**src/core/sct_map.svh**
```systemverilog
// Register map, field positions and reset values of the capture/compare timer.
// Assumes byte addresses on a 32-bit classic Wishbone bus, one word per register.
`ifndef SCT_MAP_SVH
`define SCT_MAP_SVH

// ----------------------------------------
// Byte offsets
// ----------------------------------------
`define SCT_OFS_COUNT 8'h00
`define SCT_OFS_CC_FIRST 8'h04
`define SCT_OFS_CC_SECOND 8'h08
`define SCT_OFS_MODE 8'h0C
`define SCT_OFS_CC_CTL 8'h10
`define SCT_OFS_OUT_CTL 8'h14
`define SCT_OFS_PRESCALE 8'h18
`define SCT_OFS_PORT 8'h1C

// ----------------------------------------
// Field positions
// ----------------------------------------
`define SCT_MODE_OVF 0
`define SCT_CC_FIRST_ROLE 0
`define SCT_CC_FIRST_TRIG 1
`define SCT_CC_SECOND_ROLE 2
`define SCT_OUT_ENABLE 0
`define SCT_OUT_TOG_FIRST 1
`define SCT_OUT_LEVEL_RESET 2
`define SCT_OUT_LEVEL_SET 3
`define SCT_OUT_TOG_SECOND 4
`define SCT_OUT_ONESHOT_EN 5
`define SCT_OUT_ONESHOT_TRIG 6
`define SCT_PORT_LATCH 0
`define SCT_PORT_DIR 1

// ----------------------------------------
// Encodings and reset values
// ----------------------------------------
`define SCT_EDGE_FALL 2'h0
`define SCT_EDGE_RISE 2'h1
`define SCT_EDGE_BOTH 2'h3
`define SCT_CLK_DIV2 3'h0
`define SCT_CLK_DIV16 3'h1
`define SCT_CLK_AUX 3'h2
`define SCT_CLK_EVENT 3'h3
`define SCT_CLK_DIV4 3'h4
`define SCT_CLK_DIV64 3'h5
`define SCT_CLK_DIV256 3'h6
`define SCT_COUNT_MAX 16'hFFFF
`define SCT_COUNT_ONE 16'h0001
`define SCT_PORT_DIR_RESET 1'b1

`endif

```
**src/core/sct_pkg.sv**
```systemverilog
// Types of the capture/compare timer.
// Assumes the map header supplies every numeric constant.
package sct_pkg;

  typedef enum logic [1:0] {
    SCT_STOP,
    SCT_FREE,
    SCT_EDGE_CLR,
    SCT_MATCH_CLR
  } sct_mode_type;

  typedef struct packed {
    logic syncA1;
    logic syncA2;
    logic syncB1;
    logic syncB2;
    logic [2:0] fltA;
    logic [2:0] fltB;
    logic lvlA;
    logic lvlB;
    logic [7:0] div;
    logic pend;
    logic [15:0] count;
    logic [15:0] ccFirst;
    logic [15:0] ccSecond;
    logic [2:0] mode;
    logic ovf;
    logic [2:0] ccCtl;
    logic outEnable;
    logic togFirst;
    logic togSecond;
    logic oneshotEn;
    logic [3:0] edgeSel;
    logic [2:0] clkSel;
    logic latch;
    logic dir;
    logic outFf;
    logic irqA;
    logic irqB;
    logic ack;
    logic [31:0] dat;
    logic pinOut;
    logic pinOe;
  } sct_state_type;

endpackage : sct_pkg

```
**src/core/sct_timer.sv**
```systemverilog
// 16-bit up counter with two capture/compare registers and one timer output.
// Assumes a 125 MHz clock, a classic Wishbone master and asynchronous trigger pins.
//
// Operation
// Read-only 16-bit count, increments per count clock
// Count read holds off count clock briefly
// Count clears on reset, stop, edge, match, one-shot
// Control bit 0 sets first register role
// First compare match raises first interrupt
// First capture from either trigger pin
// Input A trigger captures on opposite edge
// Input B trigger captures on selected edges
// Compare registers take full 16-bit writes only
// Software loads first register nonzero
// Zero first register interrupts after wrap
// Control bit 2 sets second register role
// Second compare match raises second interrupt
// Second capture on input A valid edge
// Zero second register interrupts after wrap
// Pin is port latch ORed with output
// Input A filtered before edge detection
// Mode bits pick stop, free, edge, match
// Control bit picks first capture trigger
// Match toggles enabled, disabled output forced low
// Free run wraps FFFFH to 0000H
//
// Local design decisions: the placing of the registers and register access over Wishbone.
`timescale 1ns/1ps
`include "sct_map.svh"

module sct_timer (
  input wire logic clock,
  input wire logic rst,
  input wire logic cyc_i,
  input wire logic stb_i,
  input wire logic we_i,
  input wire logic [7:0] adr_i,
  input wire logic [3:0] sel_i,
  input wire logic [31:0] dat_i,
  output logic [31:0] dat_o,
  output logic ack_o,
  input wire logic triggerInputA,
  input wire logic triggerInputB,
  output logic matchCaptureIrqA,
  output logic matchCaptureIrqB,
  output logic timerOutputPin,
  output logic timerOutputPinOe
);

  sct_pkg::sct_state_type q;
  sct_pkg::sct_state_type n;
  sct_pkg::sct_mode_type curMode;

  logic acc;
  logic wr;
  logic countRead;
  logic riseA;
  logic fallA;
  logic riseB;
  logic fallB;
  logic validA;
  logic capTrigA;
  logic validB;
  logic tick;
  logic tickEff;
  logic running;
  logic clrEdge;
  logic softShot;
  logic clrMatch;
  logic matchFirst;
  logic matchSecond;
  logic capFirst;
  logic capSecond;
  logic setOvf;
  logic [15:0] incr;
  logic [15:0] nextCount;

  // ----------------------------------------
  // Bus decode
  // ----------------------------------------
  assign acc = cyc_i && stb_i && !q.ack;
  // Writes land at the edge where the master samples ack
  assign wr = cyc_i && stb_i && q.ack && we_i;
  assign countRead = acc && !we_i && adr_i == `SCT_OFS_COUNT;

  // ----------------------------------------
  // Filtered edges
  // ----------------------------------------
  assign riseA = (&q.fltA) && !q.lvlA;
  assign fallA = !(|q.fltA) && q.lvlA;
  assign riseB = (&q.fltB) && !q.lvlB;
  assign fallB = !(|q.fltB) && q.lvlB;

  always_comb begin
    unique case (q.edgeSel[1:0])
      `SCT_EDGE_FALL: begin
        validA = fallA;
        capTrigA = riseA;
      end
      `SCT_EDGE_RISE: begin
        validA = riseA;
        capTrigA = fallA;
      end
      `SCT_EDGE_BOTH: begin
        validA = riseA || fallA;
        capTrigA = 1'b0;
      end
      default: begin
        validA = 1'b0;
        capTrigA = 1'b0;
      end
    endcase
    unique case (q.edgeSel[3:2])
      `SCT_EDGE_FALL: validB = fallB;
      `SCT_EDGE_RISE: validB = riseB;
      `SCT_EDGE_BOTH: validB = riseB || fallB;
      default: validB = 1'b0;
    endcase
  end

  // ----------------------------------------
  // Count clock select
  // ----------------------------------------
  always_comb begin
    unique case (q.clkSel)
      `SCT_CLK_DIV2: tick = q.div[0];
      `SCT_CLK_DIV16: tick = &q.div[3:0];
      `SCT_CLK_AUX: tick = q.div[0];
      `SCT_CLK_EVENT: tick = validA;
      `SCT_CLK_DIV4: tick = &q.div[1:0];
      `SCT_CLK_DIV64: tick = &q.div[5:0];
      `SCT_CLK_DIV256: tick = &q.div[7:0];
      default: tick = 1'b0;
    endcase
  end

  // ----------------------------------------
  // Counter control
  // ----------------------------------------
  assign curMode = sct_pkg::sct_mode_type'(q.mode[2:1]);
  assign running = curMode != sct_pkg::SCT_STOP;
  assign tickEff = (tick || q.pend) && !countRead;
  assign incr = 16'(q.count + `SCT_COUNT_ONE);
  assign softShot = wr && sel_i[0] && adr_i == `SCT_OFS_OUT_CTL
    && dat_i[`SCT_OUT_ONESHOT_TRIG] && q.oneshotEn;
  assign clrEdge = running && validA
    && (curMode == sct_pkg::SCT_EDGE_CLR || q.oneshotEn);
  assign clrMatch = curMode == sct_pkg::SCT_MATCH_CLR && !q.ccCtl[`SCT_CC_FIRST_ROLE]
    && tickEff && q.count == q.ccFirst;

  always_comb begin
    if (!running) begin
      nextCount = 16'h0000;
    end else if (clrEdge || softShot || clrMatch) begin
      nextCount = 16'h0000;
    end else if (tickEff) begin
      nextCount = incr;
    end else begin
      nextCount = q.count;
    end
  end

  assign setOvf = running && tickEff && q.count == `SCT_COUNT_MAX
    && !clrEdge && !softShot && !clrMatch;

  // ----------------------------------------
  // Compare and capture events
  // ----------------------------------------
  assign matchFirst = !q.ccCtl[`SCT_CC_FIRST_ROLE] && running && tickEff
    && !clrEdge && !softShot
    && (clrMatch || (curMode != sct_pkg::SCT_MATCH_CLR
    && nextCount == q.ccFirst));
  assign matchSecond = !q.ccCtl[`SCT_CC_SECOND_ROLE] && running && tickEff
    && !clrEdge && !softShot && nextCount == q.ccSecond;
  assign capFirst = q.ccCtl[`SCT_CC_FIRST_ROLE] && running
    && (q.ccCtl[`SCT_CC_FIRST_TRIG] ? capTrigA : validB);
  assign capSecond = q.ccCtl[`SCT_CC_SECOND_ROLE] && running && validA;

  // ----------------------------------------
  // Next state
  // ----------------------------------------
  always_comb begin
    n = q;
    n.syncA1 = triggerInputA;
    n.syncA2 = q.syncA1;
    n.syncB1 = triggerInputB;
    n.syncB2 = q.syncB1;
    n.fltA = {q.fltA[1:0], q.syncA2};
    n.fltB = {q.fltB[1:0], q.syncB2};
    if (riseA) begin
      n.lvlA = 1'b1;
    end else if (fallA) begin
      n.lvlA = 1'b0;
    end
    if (riseB) begin
      n.lvlB = 1'b1;
    end else if (fallB) begin
      n.lvlB = 1'b0;
    end
    n.div = 8'(q.div + 8'h01);
    n.pend = (tick || q.pend) && countRead;
    n.count = nextCount;
    n.ovf = setOvf || q.ovf;
    if (capFirst) begin
      n.ccFirst = q.count;
    end
    if (capSecond) begin
      n.ccSecond = q.count;
    end
    n.irqA = matchFirst || capFirst;
    n.irqB = matchSecond || capSecond;
    n.outFf = q.outFf ^ (matchFirst && q.togFirst) ^ (matchSecond && q.togSecond)
      ^ (validA && running && q.mode[0]);
    n.ack = acc;
    n.dat = 32'h0000_0000;
    if (acc && !we_i) begin
      unique case (adr_i)
        `SCT_OFS_COUNT: n.dat = {16'h0000, q.count};
        `SCT_OFS_CC_FIRST: n.dat = {16'h0000, q.ccFirst};
        `SCT_OFS_CC_SECOND: n.dat = {16'h0000, q.ccSecond};
        `SCT_OFS_MODE: n.dat = {28'h000_0000, q.mode, q.ovf};
        `SCT_OFS_CC_CTL: n.dat = {29'h0000_0000, q.ccCtl};
        `SCT_OFS_OUT_CTL: n.dat = {26'h000_0000, q.oneshotEn, q.togSecond, 2'h0,
          q.togFirst, q.outEnable};
        `SCT_OFS_PRESCALE: n.dat = {24'h00_0000, q.edgeSel, 1'b0, q.clkSel};
        `SCT_OFS_PORT: n.dat = {30'h0000_0000, q.dir, q.latch};
        default: n.dat = 32'h0000_0000;
      endcase
    end
    if (wr) begin
      unique case (adr_i)
        `SCT_OFS_CC_FIRST: begin
          if (sel_i[1:0] == 2'h3) begin
            n.ccFirst = dat_i[15:0];
          end
        end
        `SCT_OFS_CC_SECOND: begin
          if (sel_i[1:0] == 2'h3) begin
            n.ccSecond = dat_i[15:0];
          end
        end
        `SCT_OFS_MODE: begin
          if (sel_i[0]) begin
            n.mode = dat_i[3:1];
            n.ovf = setOvf || (q.ovf && dat_i[`SCT_MODE_OVF]);
          end
        end
        `SCT_OFS_CC_CTL: begin
          if (sel_i[0]) begin
            n.ccCtl = dat_i[2:0];
          end
        end
        `SCT_OFS_OUT_CTL: begin
          if (sel_i[0]) begin
            n.outEnable = dat_i[`SCT_OUT_ENABLE];
            n.togFirst = dat_i[`SCT_OUT_TOG_FIRST];
            n.togSecond = dat_i[`SCT_OUT_TOG_SECOND];
            n.oneshotEn = dat_i[`SCT_OUT_ONESHOT_EN];
            if (dat_i[`SCT_OUT_LEVEL_SET] && !dat_i[`SCT_OUT_LEVEL_RESET]) begin
              n.outFf = 1'b1;
            end else if (dat_i[`SCT_OUT_LEVEL_RESET] && !dat_i[`SCT_OUT_LEVEL_SET]) begin
              n.outFf = 1'b0;
            end
          end
        end
        `SCT_OFS_PRESCALE: begin
          if (sel_i[0]) begin
            n.edgeSel = dat_i[7:4];
            n.clkSel = dat_i[2:0];
          end
        end
        `SCT_OFS_PORT: begin
          if (sel_i[0]) begin
            n.latch = dat_i[`SCT_PORT_LATCH];
            n.dir = dat_i[`SCT_PORT_DIR];
          end
        end
        default: begin
        end
      endcase
    end
    n.pinOut = (n.outFf && n.outEnable) || n.latch;
    n.pinOe = !n.dir;
  end

  always_ff @(posedge clock) begin
    if (rst) begin
      q <= '0;
      q.dir <= `SCT_PORT_DIR_RESET;
    end else begin
      q <= n;
    end
  end

  assign dat_o = q.dat;
  assign ack_o = q.ack;
  assign matchCaptureIrqA = q.irqA;
  assign matchCaptureIrqB = q.irqB;
  assign timerOutputPin = q.pinOut;
  assign timerOutputPinOe = q.pinOe;
endmodule : sct_timer

```
**config.mk**
```make
export PLATFORM = sky130hd
export DESIGN_NAME = sct_timer
export DESIGN_NICKNAME = d
export VERILOG_FILES = /design/src/core/sct_pkg.sv /design/src/core/sct_timer.sv
export VERILOG_INCLUDE_DIRS = /design/src /design/src/core
export SDC_FILE = /design/constraint.sdc
export NUM_CORES = 1
export LEC_CHECK = 0
export ABC_AREA = 1
export BUFFER_PORTS_ARGS = -buffer_cell sky130_fd_sc_hd__buf_4
export CELL_PAD_IN_SITES_DETAIL_PLACEMENT = 0
export CELL_PAD_IN_SITES_GLOBAL_PLACEMENT = 1
export CORE_MARGIN = 5
export CORE_UTILIZATION = 41
export CTS_CLUSTER_DIAMETER = 120
export CTS_CLUSTER_SIZE = 25
export DETAILED_ROUTE_END_ITERATION = 8
export GPL_TIMING_DRIVEN = 0
export PLACE_DENSITY = 0.91
export SYNTH_ARGS = -nofsm -noshare
export SYNTH_HDL_FRONTEND = slang
export SYNTH_SLANG_ARGS = --single-unit
```
**constraint.sdc**
```tcl
create_clock -name clock -period 3.7 [get_ports clock]
set_clock_uncertainty 0.15 [all_clocks]
set_input_delay 1.11 -clock clock [delete_from_list [all_inputs] [get_ports clock]]
set_output_delay 1.11 -clock clock [all_outputs]
set_load 0.02 [all_outputs]
```
* After elaboration in Yosys (flattened, before gate mapping)
Cells that the tools add are included.
Widths: inputs -> output; s select.
** Word-level totals
- Register bits after elaboration :: 127
- Input port bits :: 51
- Output and inout port bits :: 37
- Logic and storage cells :: 192
** Cells by class
- Add/subtract/negate cells :: 2
- Equal/unequal tests :: 25
- Muxes and demuxes :: 34
- Bitwise gates (word level) :: 4
- Reduce and logical (&&, ||, !) cells :: 96
** Operator list (count)
- $mux 16 :: 9
- $pmux 16 s8 :: 1
- $mux 53 :: 1
- $eq 16x16->1 :: 3
- $logic_and 1x1->1 :: 48
- $eq 8x5->1 const B :: 4
- $reduce_and 3->1 :: 6
- $add 16x1->16 const B :: 1
- $eq 16x16->1 const B :: 1
- $eq 8x4->1 const B :: 2
- $mux 4 :: 4
- $logic_not 1->1 :: 15
- $mux 7 :: 2
- $logic_or 1x1->1 :: 12
- $eq 2x2->1 const B :: 5
- $eq 3x3->1 const B :: 3
- $mux 1 :: 9
- $add 8x1->8 const B :: 1
- $eq 8x3->1 const B :: 1
- $logic_not 8->1 :: 1
- $reduce_and 8->1 :: 1
- $eq 3x2->1 const B :: 2
- $mux 3 :: 2
- $pmux 1 s3 :: 2
- other kinds (16) :: 25

* Logic depth before layout (Yosys ltp)
Gate-level depths: netlist of run 1.
- Depth after elaboration :: 28
- Depth in mapped cells :: 30
- Gate-level depth less buffers :: 29

* Worst setup path after synthesis of run 1
Ideal clock, no wire load.
- Kind :: input to register
- Start point :: input port adr_i[1]
- End point :: register q (netlist bit timerOutputPin)
- Setup time :: 0.112 ns
- Arrival :: 3.155 ns
- Required time :: 3.438 ns
- Path slack :: 0.283 ns
- Stages :: 25
- Path buffers :: 1
- Cells stage by stage :: nor2_1 inv_2 nor3_2 nand2_1 nor2_4 nand3_1 nand2_1 inv_2 nand2_4 nor2_8 buf_2 nand3b_1 nand2_1 a21oi_1 nand2_1 nor2_2 nand3_1 nand2_1 nand2_1 nand2_1 nand3_1 nand3_2 nand2_1 nand2_1 nand2_1
** Between the ends
- Word-level cells in the longest chain between the ends :: 24
- Elaborated cells between the ends (all ways) :: 43
- Those cells by class :: eq/ne: 4; mux: 10; bitwise: 3; reduce/logical: 26
** Ends and longest elaborated chain
- start: declaration :: RTL line sct_timer.sv:37 : input wire logic [7:0] adr_i,
- $logic_not 8->1
- $logic_and 1x1->1 (no source line)
- $logic_not 1->1 :: RTL line sct_timer.sv:142 : assign tickEff = (tick || q.pend) && !countRead;
- $logic_and 1x1->1 :: RTL line sct_timer.sv:142
- $logic_and 1x1->1 (2 in a row) :: RTL line sct_timer.sv:148 : assign clrMatch = curMode == sct_pkg::SCT_MATCH_CLR && !q.ccCtl[`SCT_CC_FIRST_ROLE]
- $logic_or 1x1->1 :: RTL line sct_timer.sv:154 : end else if (clrEdge || softShot || clrMatch) begin
- $mux 16 :: RTL line sct_timer.sv:154
- $mux 16 :: RTL line sct_timer.sv:152 : if (!running) begin
- [7 not listed]
- $xor 1x1->1 :: RTL line sct_timer.sv:213 : ^ (validA && running && q.mode[0]);
- $mux 1 :: RTL line sct_timer.sv:261 : end else if (dat_i[`SCT_OUT_LEVEL_RESET] && !dat_i[`SCT_OUT_LEVEL_SET]) begin
- $mux 1 :: RTL line sct_timer.sv:259 : if (dat_i[`SCT_OUT_LEVEL_SET] && !dat_i[`SCT_OUT_LEVEL_RESET]) begin
- $mux 1 :: RTL line sct_timer.sv:254 : if (sel_i[0]) begin
- $mux 1 :: RTL line sct_timer.sv:231 : unique case (adr_i)
- $mux 53 (*) :: RTL line sct_timer.sv:230 : if (wr) begin
- $logic_and 1x1->1 :: RTL line sct_timer.sv:282 : n.pinOut = (n.outFf && n.outEnable) || n.latch;
- $logic_or 1x1->1 (*) :: RTL line sct_timer.sv:282
- end signal: assignment :: RTL line sct_timer.sv:291 : q <= n;
- end: declaration :: RTL line sct_timer.sv:50 : sct_pkg::sct_state_type q;
Mark *: on every way between the ends. The rest lies on a longest branch, timed or not.
A chain may end at the register's enable or synchronous reset.

* Final worst setup path of run 1
- Start point :: input port adr_i[7]
- End point :: register q (netlist bit timerOutputPin)
Same word-level chain as after synthesis.

==> impl_metrics.ini, run 1 <==
[route]
dr_total_vias = 6596
drc = 0
dr.pass1.iters = 8
wire_per_inst_um = 16.90
viasPerCell = 5.239
drt_iter0_markers = 666
detail-route-antenna-nets = 0
routed_wl_um = 21280

[power_and_ir_drop]
power_mw = 2.382
ir_drop_v = 0.0002756
combPwrFrac = 0.060
power_density_mw_per_mm2 = 308.1
power.internal_mw = 1.802
pwr-share-clk = 0.435
seq_power_share = 0.505
p_switching_uw = 579.8
p_leak_nw = 3.235
p_sw_frac = 0.2434

[synthesis]
synth_simple_gate_area_frac = 0.3123
ys_ff_latch = 111
synth_cells = 953
synthXorXnorAreaFrac = 0.03426
synth_top_family_by_area = simple AND/OR/NAND/NOR gates
synth_ff_type = dfxtp_1
synth.distinct_cells = 42
synthMuxAreaShare = 0
netlist_top_cells_area = dfxtp_1, nand2_1, inv_1
synth_compound_area_frac = 0.1643
synth_top_area_cell = dfxtp_1
synth_edf_count = 0
synth_fa_ha_area_frac = 0.003915
yosys-top-cells-count = nand2_1, dfxtp_1, inv_1
yosys.cell_count.top_type = nand2_1
synth_top_area_share = 0.3477
syn_avg_cell_area_sq_um = 6.706
ys_seq_area_frac = 0.3477
yosys_warnings = 0
asyncSetResetFlopFracSynth = 0
synth_area_sq_mm = 0.006391

[setup_path]
regToRegStartpoint = q[107]
critPathCaptureType = register
critPathLaunch = adr_i[7]
cp_slowest_cell = nor2_8
cp-start-kind = input pin
crit_top_cell = nand2_1
crit_required_ps = 3810
critPathMaxStageDelay_ps = 220
path_buf_inv = 3
critPathKind = input pin to register
path_delay_family = simple AND/OR/NAND/NOR gates
arrival_ps = 3830
crit_fanout = 8

[timing]
slew_viol_final = 0
rsz0062_at_grt = true
worstMarginPinSlew_ps = 841.2
tns_ps = -17.15
fmax_mhz = 269.0
period_share = 1.005
layout_setup_ws_ps = -17.15
relSlewSlack = 0.4392
finalSetupViolCount = 1
layout_min_cycle_time_ps = 3717
hold_viol = 0

[outcome]
outcome = finished, violations left
violations = negative setup slack

[global_route]
grt_max_degree = 19
grt-ovfl-total = 0
track_usage = 0.2314
grt_pass1_vias = 6010
grt_pass1_wl_um = 32690
grt_antenna_before_repair = 0

[cts]
clk_transition_reported_paths_ps = 80
clock_latency_ps = 360
cts_tree = done
clock_tree.root_cell = clkbuf_16
cts_buffers = 9
clockBufferDepth = 2
cts_max_level = 3
clock_sinks = 111

[cells_and_area]
fin_nets = 1096
syn_to_final_growth_pct = 20.97
diodes = 0
drive_above_1_share = 0.1918

[floorplanning]
die_y_um = 134.9
initial_core_util = 0.4189
rows = 45
die_area_sq_mm = 0.01818
core_sq_mm = 0.01526
die_x_um = 134.9
ios = 88

[placement]
place_congestion = 0.9604
portBuffers = 53
place_hpwl_um = 16110

[min_path]
worstHoldStart = n[125]
hold_class = register to register

[flow_run]
max_cap_violations = 0
[registers in the layout, summed over array words and instances (netlist names)]
name and count:
timerOutputPin 1, matchCaptureIrqB 1, ack_o 1, q 80, dat_o 16, n 8
curMode 2, timerOutputPinOe 1, matchCaptureIrqA 1
[path summary, 6_finish.rpt]
path | to | slack (ps) | depth (start not counted)
hold / removal | n[120] | 260 | 2
setup reg to reg | timerOutputPin | 150 | 27
setup / recovery | timerOutputPin | -20 | 26
hold reg to reg | n[120] | 260 | 2
[tightest hold or removal path: cells and delay by family (launching register included)]
| kind | cells | cell delay [ps] |
|---|---|---|
| and+or+nand+nor | 1 | 30 |
| buffers and inverters | 1 | 40 |
| DFF | 1 | 300 |
[layout make-up]
type	instances	area (sq um)
tap	211	264.0
sequential	111	2222
multi-input combinational	667	3546
timing repair buffer	64	505.5
buffer	67	422.9
inverter	123	464.2
fill	1557	7527
clock inverter	6	67.56
clock buffer	10	239.0
[power groups by stage]
stage | registers [mW] | clock network [mW] | logic, mW
final | 1.20 | 1.04 | 0.143
after global routing | 1.20 | 1.08 | 0.153
after CTS | 1.20 | 1.04 | 0.136
after detailed placement | 1.23 | 0 | 0.131
after global placement | 1.23 | 0 | 0.131
after floorplan | 1.23 | 0 | 0.0740
[placed cells by master (no fill, tap or decap), types with 16 or more instances in the layout]
cell type | netlist | layout
nand2_1 | 210 | 193
dfxtp_1 | 111 | 111
inv_1 | 110 | 110
nor2_1 | 106 | 94
buf_4 | 33 | 94
nand3_1 | 76 | 71
a21oi_1 | 64 | 63
o21ai_0 | 34 | 32
o211ai_1 | 32 | 32
clkbuf_1 | 27 | 27
nand2_2 | 10 | 22
xor2_1 | 20 | 20
conb_1 | 1 | 16
[repair_timing]
action / in CTS / in global routing
resized for setup: 19 / 40
gates cloned: 1 / 0
endpoints found under the setup margin: 2 / 2
pin swaps: 5 / 31
hold buffers: 0 / 0
buffers inserted: 3 / 6
[cells by family (layout without fill, tap and decap cells)]
logic type               Yosys count  in the layout
buffers and inverters            190            270
AND/OR/NAND/NOR                  450            450
AO/OA/AOI/OAI                    174            174
flip-flops                       111            111
other                              1             16
adder cells (fa/ha/maj)            2              2
XOR/XNOR                          25             25
[layer usage]
layer	global-route usage	up-vias	routed length, um
met5	0	-	0
met4	0.05373	0	329
met3	0.05514	30	1956
met2	0.3585	289	9524
met1	0.3267	3034	9467
li1	-	3243	-
[through the flow]
stage | hold slack, ps | util | instance area [sq um] | setup WS, ps | instances
floorplan | 238.3 | - | 6447 | 282.9 | 968
global placement | 239.4 | 0.4659 | 7109 | -832.6 | 1232
detailed placement | 250.4 | 0.4668 | 7123 | -575.4 | 1233
CTS | 257.3 | 0.4950 | 7553 | 8.849 | 1253
global route | 269.3 | 0.5067 | 7731 | -157.3 | 1259
finish | 258.1 | 0.5067 | 7731 | -17.15 | 1259
Note: power is estimated with default switching activity, not from simulation.
==> inputs of run 2 (changes only) <==
- CORE_ASPECT_RATIO: default -> 0.6
==> impl_metrics.ini, run 2 (synthesized netlist as in run 1, its figures left out) <==
[min_path]
hold_class = register to register
worstHoldStart = n[125]
min_to = n[120]
hold_depth = 2

[setup_path]
crit_required_ps = 3800
regToRegStartpoint = q[101]
cp_slowest_cell = nor2_8
critPathMaxStageDelay_ps = 220
critPathKind = input pin to register
crit_top_cell = nand2_1
crit_fanout = 6
critPathCaptureType = register
r2r_slack_ps = 200
reg2reg_depth = 24
r2r-end = q[37]
arrival_ps = 3750
cp-start-kind = input pin

[global_route]
gr-usage-met1 = 0.4099
met3_usage = 0.07222
grt_busiest_layer = met1
grt-ovfl-total = 0
grt_pass1_wl_um = 35360
grt_antenna_before_repair = 0
grt_pass1_vias = 6197
grt_max_degree = 21
grt_util_met2 = 0.3184
track_usage = 0.2521

[route]
routed_wl_um = 23110
wire_per_inst_um = 18.31
drt_iter0_markers = 994
dr_total_vias = 6869
drc = 0
viasPerCell = 5.443
dr.pass1.iters = 6
detail-route-antenna-nets = 0

[cts]
clk_transition_reported_paths_ps = 80
clock_latency_ps = 360
cts_buffers = 9
clockBufferDepth = 2
cts_tree = done
clock_sinks = 111
clock_tree.root_cell = clkbuf_16
cts_max_level = 3

[cells_and_area]
drive_above_1_share = 0.2087
stdcell_area_sq_mm = 0.007875
layout_common_cells = nand2_1, dfxtp_1, inv_1
fin_nets = 1107
final_common_cell = nand2_1
fill_cells = 1541
layout.cells.non_filler = 1262
syn_to_final_growth_pct = 23.22
regMostFlops = q
diodes = 0
largest_register_ffs = 80

[timing]
period_share = 0.9873
slew_viol_final = 0
hold_viol = 0
worstMarginPinSlew_ps = 832.6
fmax_mhz = 273.7
rsz0062_at_grt = true
relSlewSlack = 0.4429
finalSetupViolCount = 0
tns_ps = 0
layout_min_cycle_time_ps = 3653

[placement]
dpl-instance-area_sq_mm = 0.007113
dp.cells = 1225
portBuffers = 53
place_congestion = 0.9824
place_hpwl_um = 17450

[floorplanning]
rows = 35
die_x_um = 171.2
initial_core_util = 0.4170
ios = 88
die_area_sq_mm = 0.01827
core_sq_mm = 0.01533
die_y_um = 106.7

[power_and_ir_drop]
power_density_mw_per_mm2 = 305.7
p_leak_nw = 3.267
power_mw = 2.407
ir_drop_v = 0.0002054

[outcome]
outcome = completed

[flow_run]
max_cap_violations = 0
run 2: worst max path at each step:
stage / cells after the start / slack (ps) / to / startpoint
4_1_cts: 25 / 10 / timerOutputPin / adr_i[5]
6_report: 26 / 50 / timerOutputPin / adr_i[1]
2_1_floorplan: 25 / 280 / timerOutputPin / adr_i[1]
3_5_place_dp: 24 / -600 / timerOutputPin / adr_i[5]
5_1_grt: 26 / -110 / timerOutputPin / adr_i[7]
3_3_place_gp: 6 / -920 / dat_o[6] / rst
run 2: repair_timing:
action / CTS / global route
pin swaps: 16 / 32
gates resized for setup: 23 / 48
endpoints found under the setup margin: 2 / 4
endpoints found under the hold margin: 0 / 0
hold buffers: 0 / 0
gates cloned: 1 / 0
buffers inserted: 10 / 10
run 2: where the power goes:
part / total [mW] / internal (mW) / switching (mW)
Combinational: 0.150 / 0.0568 / 0.0936
Sequential: 1.20 / 1.20 / 0.00433
Clock: 1.05 / 0.544 / 0.509
Total: 2.41 / 1.80 / 0.607
run 2: cell type report:
cell class / instances / area [sq um] / area share
well taps: 203 / 254.0 / 0.03225
clock inverters: 7 / 90.09 / 0.01144
multi-input cells: 667 / 3591 / 0.4560
plain buffers: 67 / 426.7 / 0.05418
flip-flops and latches: 111 / 2223 / 0.2823
inverters: 123 / 464.2 / 0.05895
repair buffers: 75 / 600.6 / 0.07626
clock buffers: 9 / 225.2 / 0.02860
run 2: routing by layer:
metal / vias up / wire (um)
met5: - / 37
met4: 2 / 225
met3: 26 / 3214
met2: 444 / 8562
met1: 3131 / 11070
li1: 3266 / -
run 2: worst max-delay path: cells and delay by family:
kind                   cells  cell delay, ps
buffers and inverters      2             300
and+or+nand+nor           24            2340
run 2: stage by stage:
stage / setup slack (ps) / hold slack, ps / util
after floorplan: 282.9 / 238.3 / -
after global placement: -924.1 / 239.1 / 0.4632
after detailed placement: -603.3 / 250.4 / 0.4641
after CTS: 14.70 / 262.5 / 0.4980
after global routing: -112.8 / 266.7 / 0.5138
final: 46.90 / 258.6 / 0.5138
==> inputs of run 3 (changes only) <==
- clock period: 3.7 -> 4.1 ns (I/O delays scaled with it)
==> impl_metrics.ini, run 3 (synthesized netlist as in run 1, its figures left out) <==
[global_route]
grt_busiest_layer = met1
grt_max_degree = 21
grt_pass1_wl_um = 34870
met3_usage = 0.07885
grt-ovfl-total = 0
track_usage = 0.2488
grt_util_met2 = 0.3136
grt_antenna_before_repair = 0
gr-usage-met1 = 0.4010
grt_pass1_vias = 6097

[cts]
cts_max_level = 3
cts_buffers = 9
clock_sinks = 111
clock_tree.root_cell = clkbuf_16
cts_hold_buf = 0
clock_latency_ps = 360
clk_transition_reported_paths_ps = 80
cts_tree = done
clockBufferDepth = 2

[floorplanning]
core_sq_mm = 0.01533
die_y_um = 106.7
rows = 35
die_area_sq_mm = 0.01827
die_x_um = 171.2
initial_core_util = 0.4170
ios = 88

[route]
drc = 0
detail-route-antenna-nets = 0
routed_wl_um = 22720
viasPerCell = 5.424
dr_total_vias = 6769
drt_iter0_markers = 848
dr.pass1.iters = 6
wire_per_inst_um = 18.20

[flow_run]
max_cap_violations = 0

[timing]
slew_viol_final = 0
fin_hold_ws_ps = 258.5
layout_setup_ws_ps = 167.7
period_share = 0.9591
finalSetupViolCount = 0
fmax_mhz = 254.3
layout_min_cycle_time_ps = 3932
worstMarginPinSlew_ps = 822.9
relSlewSlack = 0.4514
hold_viol = 0

[setup_path]
critPathLaunch = adr_i[1]
arrival_ps = 4040
critPathCaptureType = register
critPathKind = input pin to register
regToRegStartpoint = q[107]
crit_required_ps = 4210
crit_fanout = 8
cp-start-kind = input pin
r2r_slack_ps = 380
r2r-end = q[37]
reg2reg_depth = 25

[cells_and_area]
utilization = 0.4953
fin_nets = 1093
syn_to_final_growth_pct = 18.79
stdcell_area_sq_mm = 0.007592
regMostFlops = q
largest_register_ffs = 80
layout_common_cells = nand2_1, dfxtp_1, inv_1
final_common_cell = nand2_1
diodes = 0
drive_above_1_share = 0.1703

[power_and_ir_drop]
ir_drop_v = 0.0001849
power_density_mw_per_mm2 = 285.7
power_mw = 2.169
p_leak_nw = 3.153

[placement]
portBuffers = 53
dpl-instance-area_sq_mm = 0.007113
place_hpwl_um = 17450
place_congestion = 0.9824
place_ws_ps = -323.3

[min_path]
min_to = n[120]
hold_depth = 2
hold_class = register to register
worstHoldStart = n[125]

[outcome]
outcome = completed
run 3: cell count changes in the layout (fill, tap and decap cells not counted), moves of 2 or more:
cell	previous run	this run
buf_4	104	92
nand2_1	189	205
nand2_2	26	15
nand2_4	7	4
nand2_8	2	0
nand3_1	71	74
nand3_2	7	5
nor2_1	93	99
nor2_4	9	3
run 3: final cells by class:
cell class,count,area [sq um]
Buffer,67,422.9
Clock buffer,9,225.2
Clock inverter,7,90.09
Fill cell,1569,7735
Inverter,123,464.2
Multi-Input combinational cell,667,3426
Sequential cell,111,2222
Tap cell,203,254.0
Timing Repair Buffer,61,488.0
run 3: worst max-delay path by stage:
stage	to	slack, ps	cells past startpoint
2_1_floorplan	timerOutputPin	560	25
4_1_cts	timerOutputPin	40	24
5_1_grt	timerOutputPin	-10	26
3_3_place_gp	dat_o[6]	-640	6
6_report	q[37]	170	23
3_5_place_dp	timerOutputPin	-320	24
run 3: routing by layer:
layer  routed length, um  share of wire
met3                3291           0.14
met5                   0              0
met4                 318          0.014
met2                8117           0.36
met1               10990           0.48
run 3: report_power, final:
group	internal (mW)	switching, mW
clock	0.491	0.459
sequential	1.08	0.00375
combinational	0.0509	0.0826
run 3: repair_timing:
action | 4_1_cts | 5_1_grt
setup buffers | 0 | 6
endpoints found under the hold margin | 0 | 0
resized for setup | 0 | 23
setup endpoints to repair | 0 | 2
run 3: stage by stage:
step           std cells  setup TNS (ps)
4_1_cts             1241               0
2_1_floorplan        968               0
3_5_place_dp        1225          -614.7
6_report            1248               0
5_1_grt             1248          -11.92
3_3_place_gp        1224           -5375
run 3: critical path, stage by stage:
cell and delay, ps:
buf_4 110, nor2_2 140, nand3_1 160, nor2_4 170, nand3_4 160, nand3_4 130
nand2_4 70, nor2_8 260, buf_12 170, nand2_2 70, nand2_1 70, nand2_1 90
a21oi_2 220, nand2_1 140, nor2_2 140, nand3_1 90, nand2_1 90, nand2_1 50
nand2_1 80, nand2_1 60, nand2_1 60, nand3_2 60, a21oi_1 180
